$ cat src/design/icc_pkg.sv
// Package for the input-capture block: register map, field layout,
// capture modes, gating modes and reset values.
// Assumes a 16-bit register port and a single 40 MHz clock domain.
package icc_pkg;

    // ==========================================================
    // Register port and clock
    // ==========================================================
    localparam int unsigned ADDR_W = 4;
    localparam int unsigned DATA_W = 16;
    localparam int unsigned CLK_MHZ = 40;
    typedef logic [ADDR_W-1:0] icc_addr_t;
    typedef logic [DATA_W-1:0] icc_word_t;

    // ==========================================================
    // Register offsets
    // ==========================================================
    localparam icc_addr_t A_CTRL_LO = 4'h0;
    localparam icc_addr_t A_CTRL_HI = 4'h1;
    localparam icc_addr_t A_STAT_LO = 4'h2;
    localparam icc_addr_t A_TMR_LO = 4'h3;
    localparam icc_addr_t A_TMR_HI = 4'h4;
    localparam icc_addr_t A_CAP_LO = 4'h5;
    localparam icc_addr_t A_CAP_HI = 4'h6;
    localparam icc_addr_t A_INT_STAT = 4'h7;
    localparam icc_addr_t A_INT_MASK = 4'h8;

    // ==========================================================
    // capture_control_low fields
    // ==========================================================
    localparam int unsigned CL_MOD_LSB = 0;
    localparam int unsigned CL_MOD_W = 4;
    localparam int unsigned CL_SEL = 4;
    localparam int unsigned CL_WIDE = 5;
    localparam icc_word_t CL_WR_MASK = 16'h003F;
    localparam icc_word_t CL_RST = 16'h0000;

    // ==========================================================
    // capture_control_high fields
    // ==========================================================
    localparam int unsigned CH_GATE_LSB = 0;
    localparam int unsigned CH_TRIGGERED_OPERATION_ENABLE = 2;
    localparam int unsigned CH_INTSRC = 3;
    localparam icc_word_t CH_WR_MASK = 16'h000F;
    localparam icc_word_t CH_RST = 16'h0000;

    // ==========================================================
    // capture_status_low fields
    // ==========================================================
    localparam int unsigned ST_ARM = 10;
    localparam int unsigned ST_TRIG = 7;
    localparam int unsigned ST_TRIGGER_SET_REQUEST = 6;
    localparam int unsigned ST_TRIGGER_CLEAR_REQUEST = 5;
    localparam int unsigned ST_AUTO_SHUTDOWN_FLAG = 4;
    localparam int unsigned ST_SINGLE_EDGE_COMPARE_FLAG = 3;
    localparam int unsigned ST_DIS = 2;
    localparam int unsigned ST_OV = 1;
    localparam int unsigned ST_BNE = 0;

    // ==========================================================
    // Interrupt status and mask layout
    // ==========================================================
    localparam int unsigned INT_W = 2;
    localparam int unsigned INT_CAP = 0;
    localparam int unsigned INT_OV = 1;

    // ==========================================================
    // Modes and prescaler limits
    // ==========================================================
    typedef enum logic [3:0] {
        MD_ANY = 4'h0,
        MD_RISE = 4'h1,
        MD_FALL = 4'h2,
        MD_BOTH = 4'h3,
        MD_RISE4 = 4'h4,
        MD_RISE16 = 4'h5
    } icc_mode_e;

    typedef enum logic [1:0] {
        GT_OFF = 2'h0,
        GT_ONE_A = 2'h1,
        GT_ONE_B = 2'h2,
        GT_RSV = 2'h3
    } icc_gate_e;

    localparam logic [3:0] PRE4_LAST = 4'h3;
    localparam logic [3:0] PRE16_LAST = 4'hF;

endpackage

$ cat src/design/icc_mem_if.sv
// Interface between the capture controller and its FIFO memory.
// Assumes both ends sit on the same clock.
`timescale 1ns/1ps
interface icc_mem_if #(
    parameter int W = 32,
    parameter int AW = 2
) ();
    logic we;
    logic [AW-1:0] waddr;
    logic [W-1:0] wdata;
    logic [AW-1:0] raddr;
    logic [W-1:0] rdata;

    // Controller side
    modport ctl (output we, output waddr, output wdata, output raddr,
        input rdata);
    // Memory side
    modport mem (input we, input waddr, input wdata, input raddr,
        output rdata);
endinterface

$ cat src/design/icc_fifo_mem.sv
// Capture FIFO storage: one write port, one read port, registered read.
// Assumes the controller keeps the pointers; a read of the entry being
// written in the same cycle returns the new word.
`timescale 1ns/1ps
module icc_fifo_mem #(
    parameter int W = 32,
    parameter int DEPTH = 4
) (
    // Clock and reset
    input wire logic clk,
    input wire logic nrst,
    // Controller link
    icc_mem_if.mem m
);
    logic [W-1:0] mem_ff [DEPTH];
    logic [W-1:0] rd_ff;

    // ==========================================================
    // Elaboration check
    // ==========================================================
    generate
        if (DEPTH < 2)
        begin : g_bad_depth
            $error("DEPTH must be at least 2");
        end
    endgenerate

    // ==========================================================
    // Storage and registered read with write-through
    // ==========================================================
    always_ff @(posedge clk)
    begin
        if (m.we)
        begin
            mem_ff[m.waddr] <= m.wdata;
        end
    end

    // Read register follows the next head entry
    always_ff @(posedge clk)
    begin
        if (!nrst)
        begin
            rd_ff <= '0;
        end
        else if (m.we && (m.waddr == m.raddr))
        begin
            rd_ff <= m.wdata;
        end
        else
        begin
            rd_ff <= mem_ff[m.raddr];
        end
    end

    assign m.rdata = rd_ff;
endmodule

$ cat src/design/icc_capture.sv
// Input-capture block: free-running capture timer, edge selection,
// prescaler, one-shot gate, capture FIFO, register port and interrupt.
// Assumes a single clock, a synchronous active-low reset and a register
// master that never issues read and write strobes together.
//
// Summary of operation
// - A pin or internal trigger event latches the capture timer value.
// - The capture timer is synchronous, counts up, 16 or 32 bits wide.
// - Every capture event pushes the latched timer value into the FIFO unless it is full.
// - Software reads the running count through timer low/high registers.
// - Capture works only while the capture select bit is set.
// - Operating select field and wide count bit choose the mode.
// - Mode 0000 captures on every edge of either polarity.
// - Wide bit clear captures 16 bits; set runs and captures 32 bits.
// - Mode 0001 captures on every rising edge.
// - Mode 0010 captures on every falling edge.
// - Mode 0011 captures on every rising and every falling edge.
// - Mode 0100 captures once per four rising edges via a prescaler.
// - Mode 0101 captures once per sixteen rising edges.
`timescale 1ns/1ps
module icc_capture
    import icc_pkg::*;
#(
    parameter int DEPTH = 4,
    parameter int TMR_W = 32
) (
    // Clock and reset
    input wire logic clk,
    input wire logic nrst,
    // Register port
    input wire icc_addr_t addr,
    input wire icc_word_t wdata,
    input wire logic wr,
    input wire logic rd,
    output icc_word_t rdata,
    // Event sources
    input wire logic capture_input_pin,
    input wire logic int_trig,
    // Interrupt
    output logic irq
);
    localparam int PW = $clog2(DEPTH);
    localparam int HALF = TMR_W / 2;

    // ==========================================================
    // Elaboration checks
    // ==========================================================
    generate
        if ((DEPTH < 2) || ((1 << PW) != DEPTH))
        begin : g_bad_depth
            $error("DEPTH must be a power of two of at least 2");
        end
        if (TMR_W != 2 * DATA_W)
        begin : g_bad_width
            $error("TMR_W must be twice the register width");
        end
        if (INT_W > DATA_W)
        begin : g_bad_int
            $error("interrupt layout wider than a register");
        end
    endgenerate

    typedef struct packed {
        logic [2:0] pin_sync;
        icc_word_t ctrl_lo;
        icc_word_t ctrl_hi;
        logic trig_run;
        logic dis;
        logic ov;
        logic gate_armed;
        logic [3:0] pre_cnt;
        logic [TMR_W-1:0] tmr;
        logic [TMR_W-1:0] tmr_view;
        logic [PW-1:0] wr_ptr;
        logic [PW-1:0] rd_ptr;
        logic [PW:0] count;
        logic [INT_W-1:0] int_stat;
        logic [INT_W-1:0] int_mask;
        logic irq;
        icc_word_t rdata;
    } icc_state_s;

    icc_state_s s_ff;
    icc_state_s nxt_s;

    icc_mem_if #(.W(TMR_W), .AW(PW)) mif ();

    // ==========================================================
    // Capture FIFO memory
    // ==========================================================
    icc_fifo_mem #(.W(TMR_W), .DEPTH(DEPTH)) u_mem (
        .clk(clk),
        .nrst(nrst),
        .m(mif)
    );

    // Decoded controls and events
    logic enable;
    logic wide;
    logic triggered_operation_enable;
    logic running;

    // Edges seen on the synchronised pin
    logic rise;
    logic fall;

    // Event path from source to FIFO
    logic pin_evt;
    logic src_evt;
    logic gated;
    logic evt;

    // FIFO control
    logic full;
    logic push;
    logic ovf_evt;
    logic pop;

    // Register port decode, captured word and mode decode
    logic wr_stat;
    logic [TMR_W-1:0] cap_val;
    icc_mode_e mode;
    icc_gate_e gate;

    // ==========================================================
    // Next-state logic
    // ==========================================================
    always_comb
    begin
        nxt_s = s_ff;
        mode = icc_mode_e'(s_ff.ctrl_lo[CL_MOD_LSB +: CL_MOD_W]);
        gate = icc_gate_e'(s_ff.ctrl_hi[CH_GATE_LSB +: $bits(icc_gate_e)]);
        enable = s_ff.ctrl_lo[CL_SEL];
        wide = s_ff.ctrl_lo[CL_WIDE];
        triggered_operation_enable = s_ff.ctrl_hi[CH_TRIGGERED_OPERATION_ENABLE];
        wr_stat = wr && (addr == A_STAT_LO);
        pin_evt = 1'b0;

        // Pin synchroniser, stage 0 feeds stage 1 only
        nxt_s.pin_sync = {s_ff.pin_sync[1:0], capture_input_pin};
        rise = s_ff.pin_sync[1] & ~s_ff.pin_sync[2];
        fall = ~s_ff.pin_sync[1] & s_ff.pin_sync[2];

        // Trigger requests: set wins if both written at once
        if (wr_stat && wdata[ST_TRIGGER_CLEAR_REQUEST] && triggered_operation_enable)
        begin
            nxt_s.trig_run = 1'b0;
        end
        if (wr_stat && wdata[ST_TRIGGER_SET_REQUEST] && triggered_operation_enable)
        begin
            nxt_s.trig_run = 1'b1;
        end
        // Timer runs when enabled and, in triggered operation, once set
        running = enable && (!triggered_operation_enable || s_ff.trig_run);

        // Capture timer, held at zero while not running
        if (!running)
        begin
            nxt_s.tmr = '0;
        end
        else if (wide)
        begin
            nxt_s.tmr = s_ff.tmr + 1'b1;
        end
        else
        begin
            nxt_s.tmr = {{HALF{1'b0}}, s_ff.tmr[HALF-1:0] + 1'b1};
        end
        // Captured word is the count before this cycle's step
        cap_val = wide ? s_ff.tmr : {{HALF{1'b0}}, s_ff.tmr[HALF-1:0]};
        nxt_s.tmr_view = cap_val;

        // Edge selection and prescaler
        case (mode)
            MD_ANY: pin_evt = rise | fall;
            MD_RISE: pin_evt = rise;
            MD_FALL: pin_evt = fall;
            MD_BOTH: pin_evt = rise | fall;
            MD_RISE4:
            begin
                if (rise)
                begin
                    pin_evt = (s_ff.pre_cnt == PRE4_LAST);
                    nxt_s.pre_cnt = pin_evt ? '0 : s_ff.pre_cnt + 1'b1;
                end
            end
            MD_RISE16:
            begin
                if (rise)
                begin
                    pin_evt = (s_ff.pre_cnt == PRE16_LAST);
                    nxt_s.pre_cnt = pin_evt ? '0 : s_ff.pre_cnt + 1'b1;
                end
            end
            default: pin_evt = 1'b0;
        endcase
        // Prescaler restarts whenever it is not in use
        if (!enable || (mode != MD_RISE4 && mode != MD_RISE16))
        begin
            nxt_s.pre_cnt = '0;
        end

        // Event source: internal trigger or enabled pin edges
        src_evt = s_ff.ctrl_hi[CH_INTSRC] ? int_trig
            : (pin_evt && !s_ff.dis);

        // One-shot gate: an armed gate passes exactly one event
        gated = (gate == GT_ONE_A) || (gate == GT_ONE_B);
        evt = enable && src_evt && (!gated || s_ff.gate_armed);
        if (!gated || evt)
        begin
            nxt_s.gate_armed = 1'b0;
        end
        if (wr_stat && wdata[ST_ARM] && gated)
        begin
            nxt_s.gate_armed = 1'b1;
        end

        // FIFO push, pop and overflow
        full = (s_ff.count == (PW + 1)'(DEPTH));
        push = evt && !full;
        ovf_evt = evt && full;
        pop = rd && (addr == A_CAP_HI) && (s_ff.count != '0);
        // Read address runs one ahead on a pop, so the registered head
        // already holds the next entry when software asks for it
        mif.we = push;
        mif.waddr = s_ff.wr_ptr;
        mif.wdata = cap_val;
        mif.raddr = pop ? s_ff.rd_ptr + 1'b1 : s_ff.rd_ptr;
        // Pointers and occupancy
        if (push)
        begin
            nxt_s.wr_ptr = s_ff.wr_ptr + 1'b1;
        end
        if (pop)
        begin
            nxt_s.rd_ptr = s_ff.rd_ptr + 1'b1;
        end
        if (push && !pop)
        begin
            nxt_s.count = s_ff.count + 1'b1;
        end
        else if (pop && !push)
        begin
            nxt_s.count = s_ff.count - 1'b1;
        end

        // Clearable status: write zero clears, hardware set wins
        if (wr_stat && !wdata[ST_OV])
        begin
            nxt_s.ov = 1'b0;
        end
        if (wr_stat && !wdata[ST_DIS])
        begin
            nxt_s.dis = 1'b0;
        end
        if (ovf_evt)
        begin
            nxt_s.ov = 1'b1;
            nxt_s.dis = 1'b1;
        end

        // Control registers
        if (wr && (addr == A_CTRL_LO))
        begin
            nxt_s.ctrl_lo = wdata & CL_WR_MASK;
        end
        if (wr && (addr == A_CTRL_HI))
        begin
            nxt_s.ctrl_hi = wdata & CH_WR_MASK;
        end

        // Interrupt status: write one clears, new event wins
        if (wr && (addr == A_INT_STAT))
        begin
            nxt_s.int_stat = s_ff.int_stat & ~wdata[INT_W-1:0];
        end
        if (wr && (addr == A_INT_MASK))
        begin
            nxt_s.int_mask = wdata[INT_W-1:0];
        end
        if (evt)
        begin
            nxt_s.int_stat[INT_CAP] = 1'b1;
        end
        if (ovf_evt)
        begin
            nxt_s.int_stat[INT_OV] = 1'b1;
        end
        nxt_s.irq = |(nxt_s.int_stat & nxt_s.int_mask);

        // Read data, valid only in the cycle after the strobe
        nxt_s.rdata = '0;
        if (rd)
        begin
            case (addr)
                A_CTRL_LO: nxt_s.rdata = s_ff.ctrl_lo;
                A_CTRL_HI: nxt_s.rdata = s_ff.ctrl_hi;
                A_STAT_LO:
                begin
                    nxt_s.rdata[ST_TRIG] = running;
                    nxt_s.rdata[ST_DIS] = s_ff.dis;
                    nxt_s.rdata[ST_OV] = s_ff.ov;
                    nxt_s.rdata[ST_BNE] = (s_ff.count != '0);
                    // Strobes and unused event bits always read zero
                    nxt_s.rdata[ST_ARM] = 1'b0;
                    nxt_s.rdata[ST_TRIGGER_SET_REQUEST] = 1'b0;
                    nxt_s.rdata[ST_TRIGGER_CLEAR_REQUEST] = 1'b0;
                    nxt_s.rdata[ST_AUTO_SHUTDOWN_FLAG] = 1'b0;
                    nxt_s.rdata[ST_SINGLE_EDGE_COMPARE_FLAG] = 1'b0;
                end
                A_TMR_LO: nxt_s.rdata = s_ff.tmr_view[HALF-1:0];
                A_TMR_HI: nxt_s.rdata = s_ff.tmr_view[TMR_W-1:HALF];
                // Capture words come from the registered FIFO head
                A_CAP_LO: nxt_s.rdata = mif.rdata[HALF-1:0];
                A_CAP_HI: nxt_s.rdata = mif.rdata[TMR_W-1:HALF];
                A_INT_STAT: nxt_s.rdata[INT_W-1:0] = s_ff.int_stat;
                A_INT_MASK: nxt_s.rdata[INT_W-1:0] = s_ff.int_mask;
                default: nxt_s.rdata = '0;
            endcase
        end
    end

    // ==========================================================
    // State register
    // ==========================================================
    always_ff @(posedge clk)
    begin
        if (!nrst)
        begin
            s_ff <= '0;
        end
        else
        begin
            s_ff <= nxt_s;
        end
    end

    // Outputs straight from the state register
    assign rdata = s_ff.rdata;
    assign irq = s_ff.irq;
endmodule

$ cat config.mk
export PLATFORM = sky130hd
export DESIGN_NAME = icc_capture
export DESIGN_NICKNAME = d
export VERILOG_FILES = /design/src/design/icc_pkg.sv /design/src/design/icc_mem_if.sv /design/src/design/icc_fifo_mem.sv /design/src/design/icc_capture.sv
export SDC_FILE = /design/constraint.sdc
export NUM_CORES = 1
export LEC_CHECK = 0
export BUFFER_PORTS_ARGS = -buffer_cell sky130_fd_sc_hd__buf_2
export CORE_ASPECT_RATIO = 0.6
export CORE_MARGIN = 2
export CORE_UTILIZATION = 55
export DETAILED_ROUTE_END_ITERATION = 8
export PLACE_DENSITY = 0.78
export SKIP_CTS_REPAIR_TIMING = 1
export SLEW_MARGIN = 20
export SYNTH_ARGS = -nofsm -noshare
export SYNTH_HDL_FRONTEND = slang
export SYNTH_HIERARCHICAL = 1
export SYNTH_SLANG_ARGS = --single-unit
$ cat constraint.sdc
create_clock -name clk -period 4.91 [get_ports clk]
set_input_delay 0.2455 -clock clk [delete_from_list [all_inputs] [get_ports clk]]
set_output_delay 0.2455 -clock clk [all_outputs]
set_load 0.01 [all_outputs]
**After elaboration in Yosys (flattened, before gate mapping)**

Memory sizes are Yosys's and may differ from the RTL's. A register that Yosys moved wholly into a read port is not among the register bits.
Index checks and enable logic that the tools add are counted.

- Output and inout bits: 17
- Word-level logic and storage cells: 144
- RAM bits: 128
- ROM bits: 0
- Bits in registers: 113
- Memories: 1
- Latch bits: 0
- Bits of input ports: 26

- Magnitude comparators: 0
- Multiplexer cells: 32
- Add/subtract/negate cells: 7
- Divide/modulo/power cells: 0
- Multipliers: 0
- Reductions and logical operators: 55
- Shift-type cells: 0
- Bitwise logic cells: 9
- Equality and inequality tests: 22

Memory list:

| name | depth | width | read ports | clocked after memory_dff | write ports | RTL line | RTL |
|---|---|---|---|---|---|---|---|
| u_mem.mem_ff | 4 | 32 | 1 | 1 | 1 | icc_fifo_mem.sv:15 | `logic [W-1:0] mem_ff [DEPTH];` |

Operators by type and width:

| operator | count |
|---|---|
| $pmux W6 S7 | 1 |
| $add A32 B1 Y32 const B | 1 |
| $mux W32 | 1 |
| $eq A4 B3 Y1 const B | 6 |
| $logic_and A1 B1 Y1 | 24 |
| $eq A4 B2 Y1 const B | 5 |
| $pmux W5 S4 | 1 |
| $pmux W2 S9 | 1 |
| $add A16 B1 Y16 const B | 1 |
| $mux W16 | 1 |
| $mux W4 | 4 |
| $mux W1 | 13 |
| $reduce_bool A2 Y1 | 6 |
| $logic_not A1 Y1 | 10 |
| $eq A4 B1 Y1 const B | 2 |
| $eq A4 B4 Y1 const B | 2 |
| $logic_not A4 Y1 | 2 |
| $mux W2 | 4 |
| $ne A4 B3 Y1 const B | 2 |
| $pmux W2 S4 | 1 |
| $pmux W4 S2 | 1 |
| $mux W3 | 2 |
| $reduce_and A3 Y1 | 2 |
| $reduce_or A2 Y1 | 3 |
| 18 further kinds | 29 |

**Longest topological paths before layout**

Gate-level depths: netlist of the first run.

- Word-level depth: 13
- Depth in mapped cells: 12

**Cells and area by module**

Netlist of the first run, hierarchy kept.

Modules (own cells, without submodules):

| module | sequential area each (µm²) | cells each | area each (µm²) | times used |
|---|---|---|---|---|
| icc_fifo_mem | 4484.3 | 328 | 6144.6 | 1 |
| icc_capture | 2262.2 | 541 | 4972.3 | 1 |

**Least setup slack after synthesis of the first run**

OpenSTA, ideal clock, no wires.

- Path type: register -> register
- Start point: register s_ff (netlist bit mode[1])
- End point: memory u_mem.mem_ff[2][0], enable pin
- Period minus slack after synthesis: 4.743 ns
- Data arrival time: 4.275 ns
- Slack: 0.167 ns
- Setup time: 0.468 ns
- Cell stages (with the launch flop): 9
- Cell sequence: dfxtp_1 > buf_2 > a2111oi_0 > and3b_1 > a22o_1 > buf_2 > clkinv_1 > buf_4 > nor3b_1

- Longest elaborated chain between the ends: 10
- Elaborated cells between the ends (all ways): 15
- Classes of those cells: eq/ne (5); mux (4); reduce/logical (6)

RTL lines:

| element | RTL line | RTL |
|---|---|---|
| start: declaration | icc_capture.sv:83 | `icc_state_s s_ff;` |
| start signal: assignment | icc_capture.sv:335 | `s_ff <= nxt_s;` |
| $eq A4 B2 Y1 / $logic_not A4 Y1 (equally long branches) | icc_capture.sv:174 | `case (mode)` |
| $reduce_or A2 Y1 (no line) | - |  |
| $pmux W1 S5 * | icc_capture.sv:174 |  |
| $logic_and A1 B1 Y1 * | icc_capture.sv:205 | `: (pin_evt && !s_ff.dis);` |
| $mux W1 * | icc_capture.sv:204 | `src_evt = s_ff.ctrl_hi[CH_INTSRC] ? int_trig` |
| $logic_and A1 B1 Y1 * (2 in series) | icc_capture.sv:209 | `evt = enable && src_evt && (!gated \|\| s_ff.gate_armed);` |
| $logic_and A1 B1 Y1 * | icc_capture.sv:221 | `push = evt && !full;` |
| via mif.we | icc_mem_if.sv:8 | `logic we;` |
| $mux W1 * | icc_fifo_mem.sv:33 | `if (m.we)` |
| $mux W1 (not written as such) * | icc_fifo_mem.sv:35 | `mem_ff[m.waddr] <= m.wdata;` |
| end: declaration | icc_fifo_mem.sv:15 |  |

The timed path passes the listed nets; every way through them passes the cells marked *.

**Worst setup path in the final report of the first run**

- Start point: register s_ff[134] (netlist bit)
- End point: memory u_mem.mem_ff[1][5], enable pin

- Longest elaborated chain between the ends: 11
- Elaborated cells between the ends (all ways): 14
- Classes of those cells: mux (6); bitwise (4); reduce/logical (4)

RTL lines:

| element | RTL line | RTL |
|---|---|---|
| $not A1 Y1 | icc_capture.sv:141 | `rise = s_ff.pin_sync[1] & ~s_ff.pin_sync[2];` |
| $and A1 B1 Y1 | icc_capture.sv:141 |  |
| $mux W1 (tied with other cells) | icc_capture.sv:189 | `if (rise)` |
| $pmux W1 S5 * | icc_capture.sv:174 |  |
| $logic_and A1 B1 Y1 * | icc_capture.sv:205 |  |
| $mux W1 * | icc_capture.sv:204 |  |
| $logic_and A1 B1 Y1 * (2 in series) | icc_capture.sv:209 |  |
| $logic_and A1 B1 Y1 * | icc_capture.sv:221 |  |
| via mif.we | icc_mem_if.sv:8 |  |
| $mux W1 * | icc_fifo_mem.sv:33 |  |
| $mux W1 (not written as such) * | icc_fifo_mem.sv:35 |  |

Marks and branches as above.

==> results of run 1 <==
final timing paths:
path	start	endpoint	slack, ns	depth (start not counted)
worst max-delay path	s_ff[134]$_SDFF_PN0_	u_mem/mem_ff[1][5]$_DFFE_PP_	1.49	10
worst min-delay path	wdata[5]	s_ff[121]$_SDFFE_PN0P_	-0.006	3
worst max register to register	s_ff[134]$_SDFF_PN0_	u_mem/mem_ff[1][5]$_DFFE_PP_	1.49	10
worst min register to register	nxt_s[133]$_SDFF_PN0_	nxt_s[134]$_SDFF_PN0_	0.43	1
where the power goes:
group	internal [µW]	leakage [µW]	switching (µW)
Sequential	2360	0.00248	3.81
Combinational	25.4	0.00145	48.7
Clock	1200	0.000422	825
placed cells by master (no fill, tap or decap), types with 6 or more instances in the layout:
cell type  Yosys  final
dfxtp_1      145    145
edfxtp_1     128    128
nand4_1       48     48
nor2_1        49     48
and2_1        40     40
o31ai_1       35     35
buf_2         21     34
a21oi_1       32     32
mux4_2        32     32
nand2_1       30     30
a21boi_1      30     30
and3_1        26     26
clkbuf_16      0     26
nand3_1       24     24
a22oi_1       24     24
xor2_1        22     21
buf_4         19     21
inv_1         12     13
mux2i_1       11     11
xnor2_1       13     10
or3_1          7      7
nor2b_1        7      7
nor3_1         7      6
o21ai_0        6      6
synthesized netlist by cell type (3+ instances only):
cell	n
a31oi_1	5
ha_1	5
a222oi_1	4
mux2i_1	11
a22oi_1	24
nand3_1	24
nand2_1	30
a211oi_1	3
inv_1	12
a22o_1	3
and2_1	40
xnor2_1	13
nand2b_1	3
buf_6	4
mux4_2	32
o211ai_1	3
or3_1	7
nor2b_1	7
edfxtp_1	128
buf_4	19
buf_2	21
and3_1	26
clkbuf_1	26
nand4_1	48
o21ai_0	6
o31ai_1	35
a21boi_1	30
nor2_1	49
dfxtp_1	145
a21oi_1	32
nor3_1	7
nor3b_1	4
xor2_1	22
cell families (layout without fill, tap and decap cells):
group | after synthesis | after routing | synth area share
AOI/OAI and AO/OA | 157 | 157 | 0.0990
xor gates and xnor gates | 37 | 37 | 0.0305
adders and majority gates | 6 | 6 | 0.00743
buffers and inverters | 84 | 116 | 0.0398
DFF | 273 | 273 | 0.607
muxes | 46 | 46 | 0.0805
and+or+nand+nor | 266 | 266 | 0.136
metrics by stage:
step                instances  setup WS [ns]  hold slack [ns]  area [µm²]  power [µW]
detailed placement       1127           1.56            0.419       11500        2490
floorplan                 869          0.167            0.373       11100        2460
finish                   1174           1.49         -0.00643       12400        4470
CTS                      1171           1.51          -0.0746       12300        4480
global route             1174           1.28          0.00818       12400        4580
global placement         1127           1.65            0.418       11500        2490
worst min-delay path, stage by stage:
cell	delay, ns
buf_2	0.10
nand3_1	0.06
a21oi_1	0.06
state kept, by name, indices dropped and copies added (netlist names):
signal / flops
u_mem/mem_ff: 128
s_ff: 85
u_mem/m.rdata: 32
rdata: 16
mode: 4
gate: 2
mif.waddr: 2
nxt_s: 2
enable: 1
irq: 1
final cells by class:
cell class | instances | area (µm²) | area share
Timing Repair Buffer | 59 | 378 | 0.0305
Clock inverter | 9 | 129 | 0.0104
Sequential cell | 273 | 6750 | 0.545
Inverter | 13 | 48.8 | 0.00394
Clock buffer | 35 | 734 | 0.0594
Multi-Input combinational cell | 512 | 3990 | 0.323
Tap cell | 273 | 342 | 0.0276
per-layer routing:
| metal | GRT usage | share of wire |
|---|---|---|
| met3 | 0.0647 | 0.11 |
| met4 | 0.0520 | 0.016 |
| met2 | 0.333 | 0.41 |
| met1 | 0.385 | 0.46 |
| met5 | 0 | 0 |
==> flow_metrics.tcl, run 1 <==
set metrics [dict create \
    status "complete, but fails checks" \
    violations "hold timing" \
    critPathTopFamily "compound AO/OA/AOI/OAI gates" \
    timing.fmax_mhz 292 \
    antenna_found_initial 0 \
    ys_seq_area_frac 0.607 \
    cp_data_required_time_ns 5.14 \
    initial_core_util 0.558 \
    end_kind "flip-flop" \
    drt_iter0_markers 830 \
    pin_count 43 \
    grt_pass1_wl_um 39800 \
    ir_drop_mv 0.278 \
    drtAntennaViolNets 0 \
    yosys_warnings 6 \
    synth_edf_count 128 \
    crit_type "flip-flop to flip-flop" \
    yosysTopAreaCell "edfxtp_1" \
    hold_viol_final 2 \
    max_cap_violations 0 \
    power.density_nw_per_um2 361 \
    syn_inst 869 \
    setup_viol 0 \
    grt_pass1_vias 6851 \
    grt_max_degree 77 \
    clock_sinks 273 \
    avgRoutedWirePerCell_um 21.9 \
    gp_congestion 0.949 \
    syn_nets 901 \
    n_fill_cell 1501 \
    whs_ns -0.00643 \
    critPathArrivalTime_ns 3.65 \
    vias 7243 \
    port_buffers 34 \
    rsz0062_at_grt "no" \
    slowest_stage "o211ai_1" \
    h-tree-depth 1 \
    drc 0 \
    path_clk_slew_ns 0.06 \
    die_h_um 114 \
    synthTopCellsByArea "edfxtp_1 (35%), dfxtp_1 (26%), mux4_2 (6.5%)" \
    core_area_um2 19900 \
    tns_ns 0 \
    synth_seq_cells 273 \
    clock_latency_ns 0.52 \
    cts-buffers-inserted 24 \
    drt-vias-per-instance 6.17 \
    clk_path_buf_depth 3 \
    synth_area_per_cell_um2 12.8 \
    clockRootBuffer "clkbuf_16" \
    p_leak_uw 0.00435 \
    die_w_um 188 \
    dpl.hpwl_um 16300 \
    drt-total-wl_um 25800 \
    hold_path.class "primary input to flip-flop" \
    firstDrtPassIters 6 \
    fin_nets 915 \
    slew_headroom 0.275 \
    syn2layout_area_growth_pct 11.3 \
    die_area_um2 21400 \
    track_usage 0.243 \
    cp_max_fo 20 \
    cts_tree "done" \
    diodes 0 \
    async_flop_share 0 \
    crit_buf_inv 3 \
    period_share 0.697 \
    grt_overflow_total 0 \
    netlist_area_um2 11100 \
    max_slew.worst_pin.slew_ns 1.09 \
    fp-row-count 40 \
    clock_skew_ns 0.00967 \
    cp-start-kind "flip-flop" \
    synth_cell_types 65 \
    slew_violations 0 \
    final_util 0.621 \
    synthFlopType "dfxtp_1" \
    drive_above_1_share 0.166 \
    synth_top_area_share 0.346 \
    fin_crit_ns 3.42 \
    cp_slowest_stage_delay_ns 0.64 \
    crit_chain "inv_1 -> ha_1 -> nor2_1 -> a21oi_1 -> o211ai_1 -> a22o_1 -> buf_4 -> nand2_1 -> nor2_4 -> buf_12" \
]
Power figures use the tool's default switching activity.
==> run 2, diff against run 1 <==
ABC_AREA = 1   (was not set)
CORE_UTILIZATION = 56   (was 55)
PLACE_DENSITY = 0.79   (was 0.78)
clock period = 2.8 ns   (was 4.91 ns; I/O delays follow)
==> run 2 against run 1 <==
Net effect:
- the flow finishes with violations (DRC)
- clock skew about the same
- power up 69%
- highest routed layer unchanged
- clock power up 58%
- maximum frequency up 32%
- count of clock-buffer cells in the layout up 2
- critical endpoint is now s_ff[23]$_SDFFE_PN0P_
- routed wire length up 13%
- sequential power up 76%
- global-route usage up 2.8 points
==> flow_metrics.tcl, run 2 <==
set metrics [dict create \
    fin_crit_ns 2.59 \
    path_clk_slew_ns 0.06 \
    netlist_area_um2 11400 \
    h-tree-depth 1 \
    synthTopCellsByArea "edfxtp_1 (34%), dfxtp_1 (25%), nand2_1 (11%)" \
    multi_input_area_um2 3820 \
    clk_path_buf_depth 3 \
    grt_pass1_vias 8121 \
    regArea_um2 6750 \
    avgRoutedWirePerCell_um 18.1 \
    firstDrtPassIters 7 \
    vias 8956 \
    cp_slowest_stage_delay_ns 0.37 \
    yosys_warnings 6 \
    final_cells 1602 \
    grt_max_degree 51 \
    drc 1 \
    rsz0062_at_grt "no" \
    hp-start "int_trig" \
    timing.fmax_mhz 386 \
    grt_pass1_wl_um 45100 \
    max_slew.worst_pin.slew_ns 0.816 \
    port_buffers 34 \
    synth_edf_count 128 \
    clockRootBuffer "clkbuf_16" \
    power.density_nw_per_um2 594 \
    crit_buf_inv 3 \
    slowest_stage "fa_1" \
    violations "DRC" \
    end_kind "flip-flop" \
    synthFlopType "dfxtp_1" \
    clock_skew_ns 0.00942 \
    synth_seq_cells 273 \
    syn_inst 1274 \
    n_fill_cell 1658 \
    syn2layout_area_growth_pct 11.3 \
    slew_violations 0 \
    core_area_um2 20000 \
    critPathArrivalTime_ns 3.00 \
    crit_type "flip-flop to flip-flop" \
    final_common_cell "nand2_1" \
    ir_drop_mv 0.480 \
    ys_seq_area_frac 0.592 \
    ys_top_cells_by_count "nand2_1 (321), nor2_1 (153), dfxtp_1 (145)" \
    pin_count 43 \
    crit_start "s_ff[134]$_SDFF_PN0_" \
    yosysTopAreaCell "edfxtp_1" \
    cts_tree "done" \
    synth_top_area_share 0.337 \
    period_share 0.925 \
    r2r-start "s_ff[134]$_SDFF_PN0_" \
    drtAntennaViolNets 0 \
    crit_chain "inv_1 -> ha_1 -> nand3b_1 -> nand2_1 -> nand2_1 -> nand2_1 -> nand2_1 -> nand2_2 -> nand3_2 -> inv_1 -> ha_1 -> inv_1 -> fa_1 -> a21oi_1 -> o21ai_0 -> o21ai_0 -> a21oi_1" \
    drt-total-wl_um 29100 \
    synth_area_per_cell_um2 8.95 \
    grt_overflow_total 0 \
    largest_reg_flops 128 \
    die_w_um 188 \
    initial_core_util 0.571 \
    clock_sinks 273 \
    path_common_cell "nand2_1" \
    dp_cells 1544 \
    fin_area_um2 12700 \
    setup_viol 0 \
    async_flop_share 0 \
    diodes 0 \
    slew_headroom 0.455 \
    cp_max_fo 4 \
    track_usage 0.271 \
    final_cell_mix "nand2_1 (320), nor2_1 (148), dfxtp_1 (144), edfxtp_1 (128), inv_1 (127)" \
    status "complete, but fails checks" \
    synth.most_common_cell "nand2_1" \
    gp_congestion 0.982 \
    fp-row-count 40 \
    drt_iter0_markers 1115 \
    critPathTopFamily "adder cells" \
    clock_latency_ns 0.53 \
    cts-buffers-inserted 24 \
    drt-vias-per-instance 5.59 \
    antenna_found_initial 0 \
    die_h_um 115 \
    dpl.hpwl_um 18900 \
    fin_nets 1343 \
    p_leak_uw 0.00511 \
    drive_above_1_share 0.107 \
    hold_viol_final 0 \
    place_area_um2 11800 \
    top_register "u_mem/mem_ff" \
    cp_data_required_time_ns 3.21 \
    hold_path.class "primary input to flip-flop" \
    synth_cell_types 49 \
    die_area_um2 21600 \
    syn_nets 1306 \
    max_cap_violations 0 \
    cp-start-kind "flip-flop" \
]
[run 2: final timing paths]
kind                                             endpoint  slack [ns]  cells past startpoint
worst min-delay path            mif.waddr[1]$_SDFFE_PN0P_        0.06                      5
worst max register to register      s_ff[23]$_SDFFE_PN0P_        0.21                     17
worst max-delay path                s_ff[23]$_SDFFE_PN0P_        0.21                     17
worst min register to register      nxt_s[134]$_SDFF_PN0_        0.46                      2
[run 2: layout make-up]
type                    instances  area share
multi-input cells             806       0.301
flip-flops and latches        273       0.532
clock inverters                 7     0.00444
repair buffers                 73      0.0416
well taps                     273      0.0269
inverters                     133      0.0395
clock buffers                  37      0.0544
[run 2: tightest hold or removal path: cells and delay by family]
kind | cells | cell delay, ns
AND/OR/NAND/NOR | 3 | 0.24
buffers and inverters | 1 | 0.10
AO/OA/AOI/OAI | 1 | 0.06
[run 2: per-layer routing]
metal / share of wire / vias up / GRT usage
li1: - / 4241 / -
met1: 0.47 / 4195 / 0.423
met2: 0.40 / 468 / 0.378
met3: 0.11 / 52 / 0.0601
met4: 0.019 / 0 / 0.0656
met5: 0 / - / 0
[run 2: stage by stage]
stage               TNS [ns]  hold WS (ns)  utilization  total power, µW  worst slack (ns)
global route               0        0.0814        0.635             7730            0.0288
global placement           0         0.326        0.591             4400             0.194
detailed placement         0         0.332        0.591             4400             0.107
floorplan             -40.12         0.238            -             4340            -0.320
finish                     0        0.0578        0.635             7530             0.209
CTS                        0        -0.208        0.628             7550            0.0822
[run 2: cell families (layout without fill, tap and decap cells)]
| family | after synthesis | count (layout) | synth area share |
|---|---|---|---|
| simple gates | 604 | 604 | 0.226 |
| xor+xnor | 7 | 7 | 0.00603 |
| flops | 273 | 273 | 0.592 |
| buf+inv | 195 | 250 | 0.0783 |
| compound gates | 189 | 189 | 0.0906 |
| fa+ha+maj | 6 | 6 | 0.00724 |
[run 2: where the power goes]
part | leakage [µW] | switching (µW) | internal [µW]
clock | 0.000369 | 1420 | 1790
combinational | 0.00221 | 116 | 51.5
sequential | 0.00253 | 10.0 | 4150
==> run 3, diff against run 2 <==
CAP_MARGIN = 20   (was not set)
CORE_MARGIN = 3   (was 2)
==> run 3 against run 2 <==
Net effect:
- the run ends with hold timing left
- sequential cell count unchanged
- clock power up 1%
- register-to-register slack gained 0.11 ns
- hold slack got worse by 0.10 ns
- utilization up 1.5 points
- design area increased by 0.11%
- power up 0.40%
- critical endpoint unchanged
- largest cell class unchanged
==> flow_metrics.tcl, run 3 (synthesis results as in run 2) <==
set metrics [dict create \
    rsz0062_at_grt "no" \
    r2r-start "s_ff[134]$_SDFF_PN0_" \
    switching_share 0.205 \
    drt-vias-per-instance 5.57 \
    grt_max_degree 54 \
    drt_iter0_markers 1072 \
    clk_path_buf_depth 3 \
    power_frac_comb 0.021 \
    pwr-share-seq 0.550 \
    clkPwrFrac 0.428 \
    largest_reg_flops 128 \
    ir_drop_mv 0.451 \
    cp_slowest_stage_delay_ns 0.37 \
    track_usage 0.254 \
    period_share 0.885 \
    cp_data_required_time_ns 3.20 \
    slew_headroom 0.458 \
    max_cap_violations 0 \
    antenna_found_initial 0 \
    final_util 0.651 \
    fin_crit_ns 2.48 \
    cts-buffers-inserted 24 \
    status "complete, but fails checks" \
    whs_ns -0.0453 \
    port_buffers 34 \
    clock_latency_ns 0.53 \
    p_switching_uw 1550 \
    power_uw 7560 \
    path_clk_slew_ns 0.06 \
    diodes 0 \
    top_register "u_mem/mem_ff" \
    avgRoutedWirePerCell_um 17.6 \
    slew_violations 0 \
    drive_above_1_share 0.115 \
    crit_type "flip-flop to flip-flop" \
    dp_cells 1538 \
    cp_max_fo 4 \
    n_fill_cell 1566 \
    die_w_um 190 \
    path_common_cell "nand2_1" \
    syn2layout_area_growth_pct 11.4 \
    tns_ns 0 \
    hold_path.class "primary input to flip-flop" \
    max_slew.worst_pin.slew_ns 0.811 \
    vias 8863 \
    fp-row-count 39 \
    dpl.hpwl_um 18600 \
    pin_count 43 \
    final_common_cell "nand2_1" \
    initial_core_util 0.584 \
    cts_tree "done" \
    h-tree-depth 1 \
    cp-start-kind "flip-flop" \
    crit_chain "inv_1 -> ha_1 -> nand3b_1 -> nand2_1 -> nand2_1 -> nand2_1 -> nand2_1 -> nand2_2 -> nand3_2 -> inv_2 -> ha_1 -> inv_1 -> fa_1 -> a21oi_1 -> o21ai_0 -> o21ai_1 -> a21oi_1" \
    timing.fmax_mhz 403 \
    final_cells 1592 \
    intPower_uw 6010 \
    violations "hold timing" \
    drt-total-wl_um 28100 \
    clockRootBuffer "clkbuf_16" \
    core_area_um2 19500 \
    firstDrtPassIters 5 \
    slowest_stage "fa_1" \
    critPathArrivalTime_ns 2.88 \
    setup_viol 0 \
    gp_congestion 0.995 \
    crit_start "s_ff[134]$_SDFF_PN0_" \
    drc 0 \
    hold_viol_final 3 \
    die_h_um 117 \
    power.density_nw_per_um2 595 \
    die_area_um2 22200 \
    clock_sinks 273 \
    p_leak_uw 0.00512 \
    grt_pass1_vias 7903 \
    hp-start "wdata[5]" \
    clock_skew_ns 0.0182 \
    final_cell_mix "nand2_1 (320), nor2_1 (146), dfxtp_1 (142), edfxtp_1 (128), inv_1 (125)" \
    drtAntennaViolNets 0 \
    grt_overflow_total 0 \
    grt_pass1_wl_um 44200 \
    end_kind "flip-flop" \
    fin_nets 1341 \
]
==> run 3: stage by stage <==
stage | setup WS (ns) | cell area [µm²]
6_report | 0.321 | 12700
5_1_grt | 0.0217 | 12700
4_1_cts | 0.216 | 12600
3_5_place_dp | 0.254 | 11800
3_3_place_gp | 0.257 | 11800
2_1_floorplan | -0.320 | 11400
==> run 3: final cells by class <==
| type | count | area [µm²] | area share |
|---|---|---|---|
| Clock buffer | 38 | 736 | 0.0579 |
| Clock inverter | 5 | 36.3 | 0.00286 |
| Inverter | 133 | 502 | 0.0395 |
| Multi-Input combinational cell | 806 | 3830 | 0.301 |
| Sequential cell | 273 | 6750 | 0.531 |
| Tap cell | 266 | 333 | 0.0262 |
| Timing Repair Buffer | 71 | 518 | 0.0408 |
==> run 3: power by group through the flow <==
stage / clock network (µW) / registers [µW] / logic, µW
after floorplan: 0 / 4250 / 91.2
final: 3240 / 4160 / 161
after CTS: 3270 / 4160 / 149
after global placement: 0 / 4250 / 146
after detailed placement: 0 / 4250 / 149
after global routing: 3430 / 4160 / 177
==> run 3: routing by layer <==
layer / wire length [µm] / GRT usage
met5: 0 / 0
met4: 374 / 0.0474
met3: 3180 / 0.0495
met2: 11300 / 0.352
met1: 13300 / 0.413
==> run 3: final timing paths <==
kind | slack [ns] | to | depth (start not counted)
setup / recovery | 0.32 | s_ff[23]$_SDFFE_PN0P_ | 17
hold / removal | -0.05 | s_ff[121]$_SDFFE_PN0P_ | 3
setup reg to reg | 0.32 | s_ff[23]$_SDFFE_PN0P_ | 17
hold reg to reg | 0.46 | s_ff[134]$_SDFF_PN0_ | 2
==> run 3: critical path, delay by kind of cell (launching register included) <==
kind | cells | cell delay, ns
and+or+nand+nor | 7 | 0.61
adders and majority gates | 3 | 0.79
AOI/OAI and AO/OA | 4 | 0.43
buffers and inverters | 3 | 0.21
DFF | 1 | 0.34
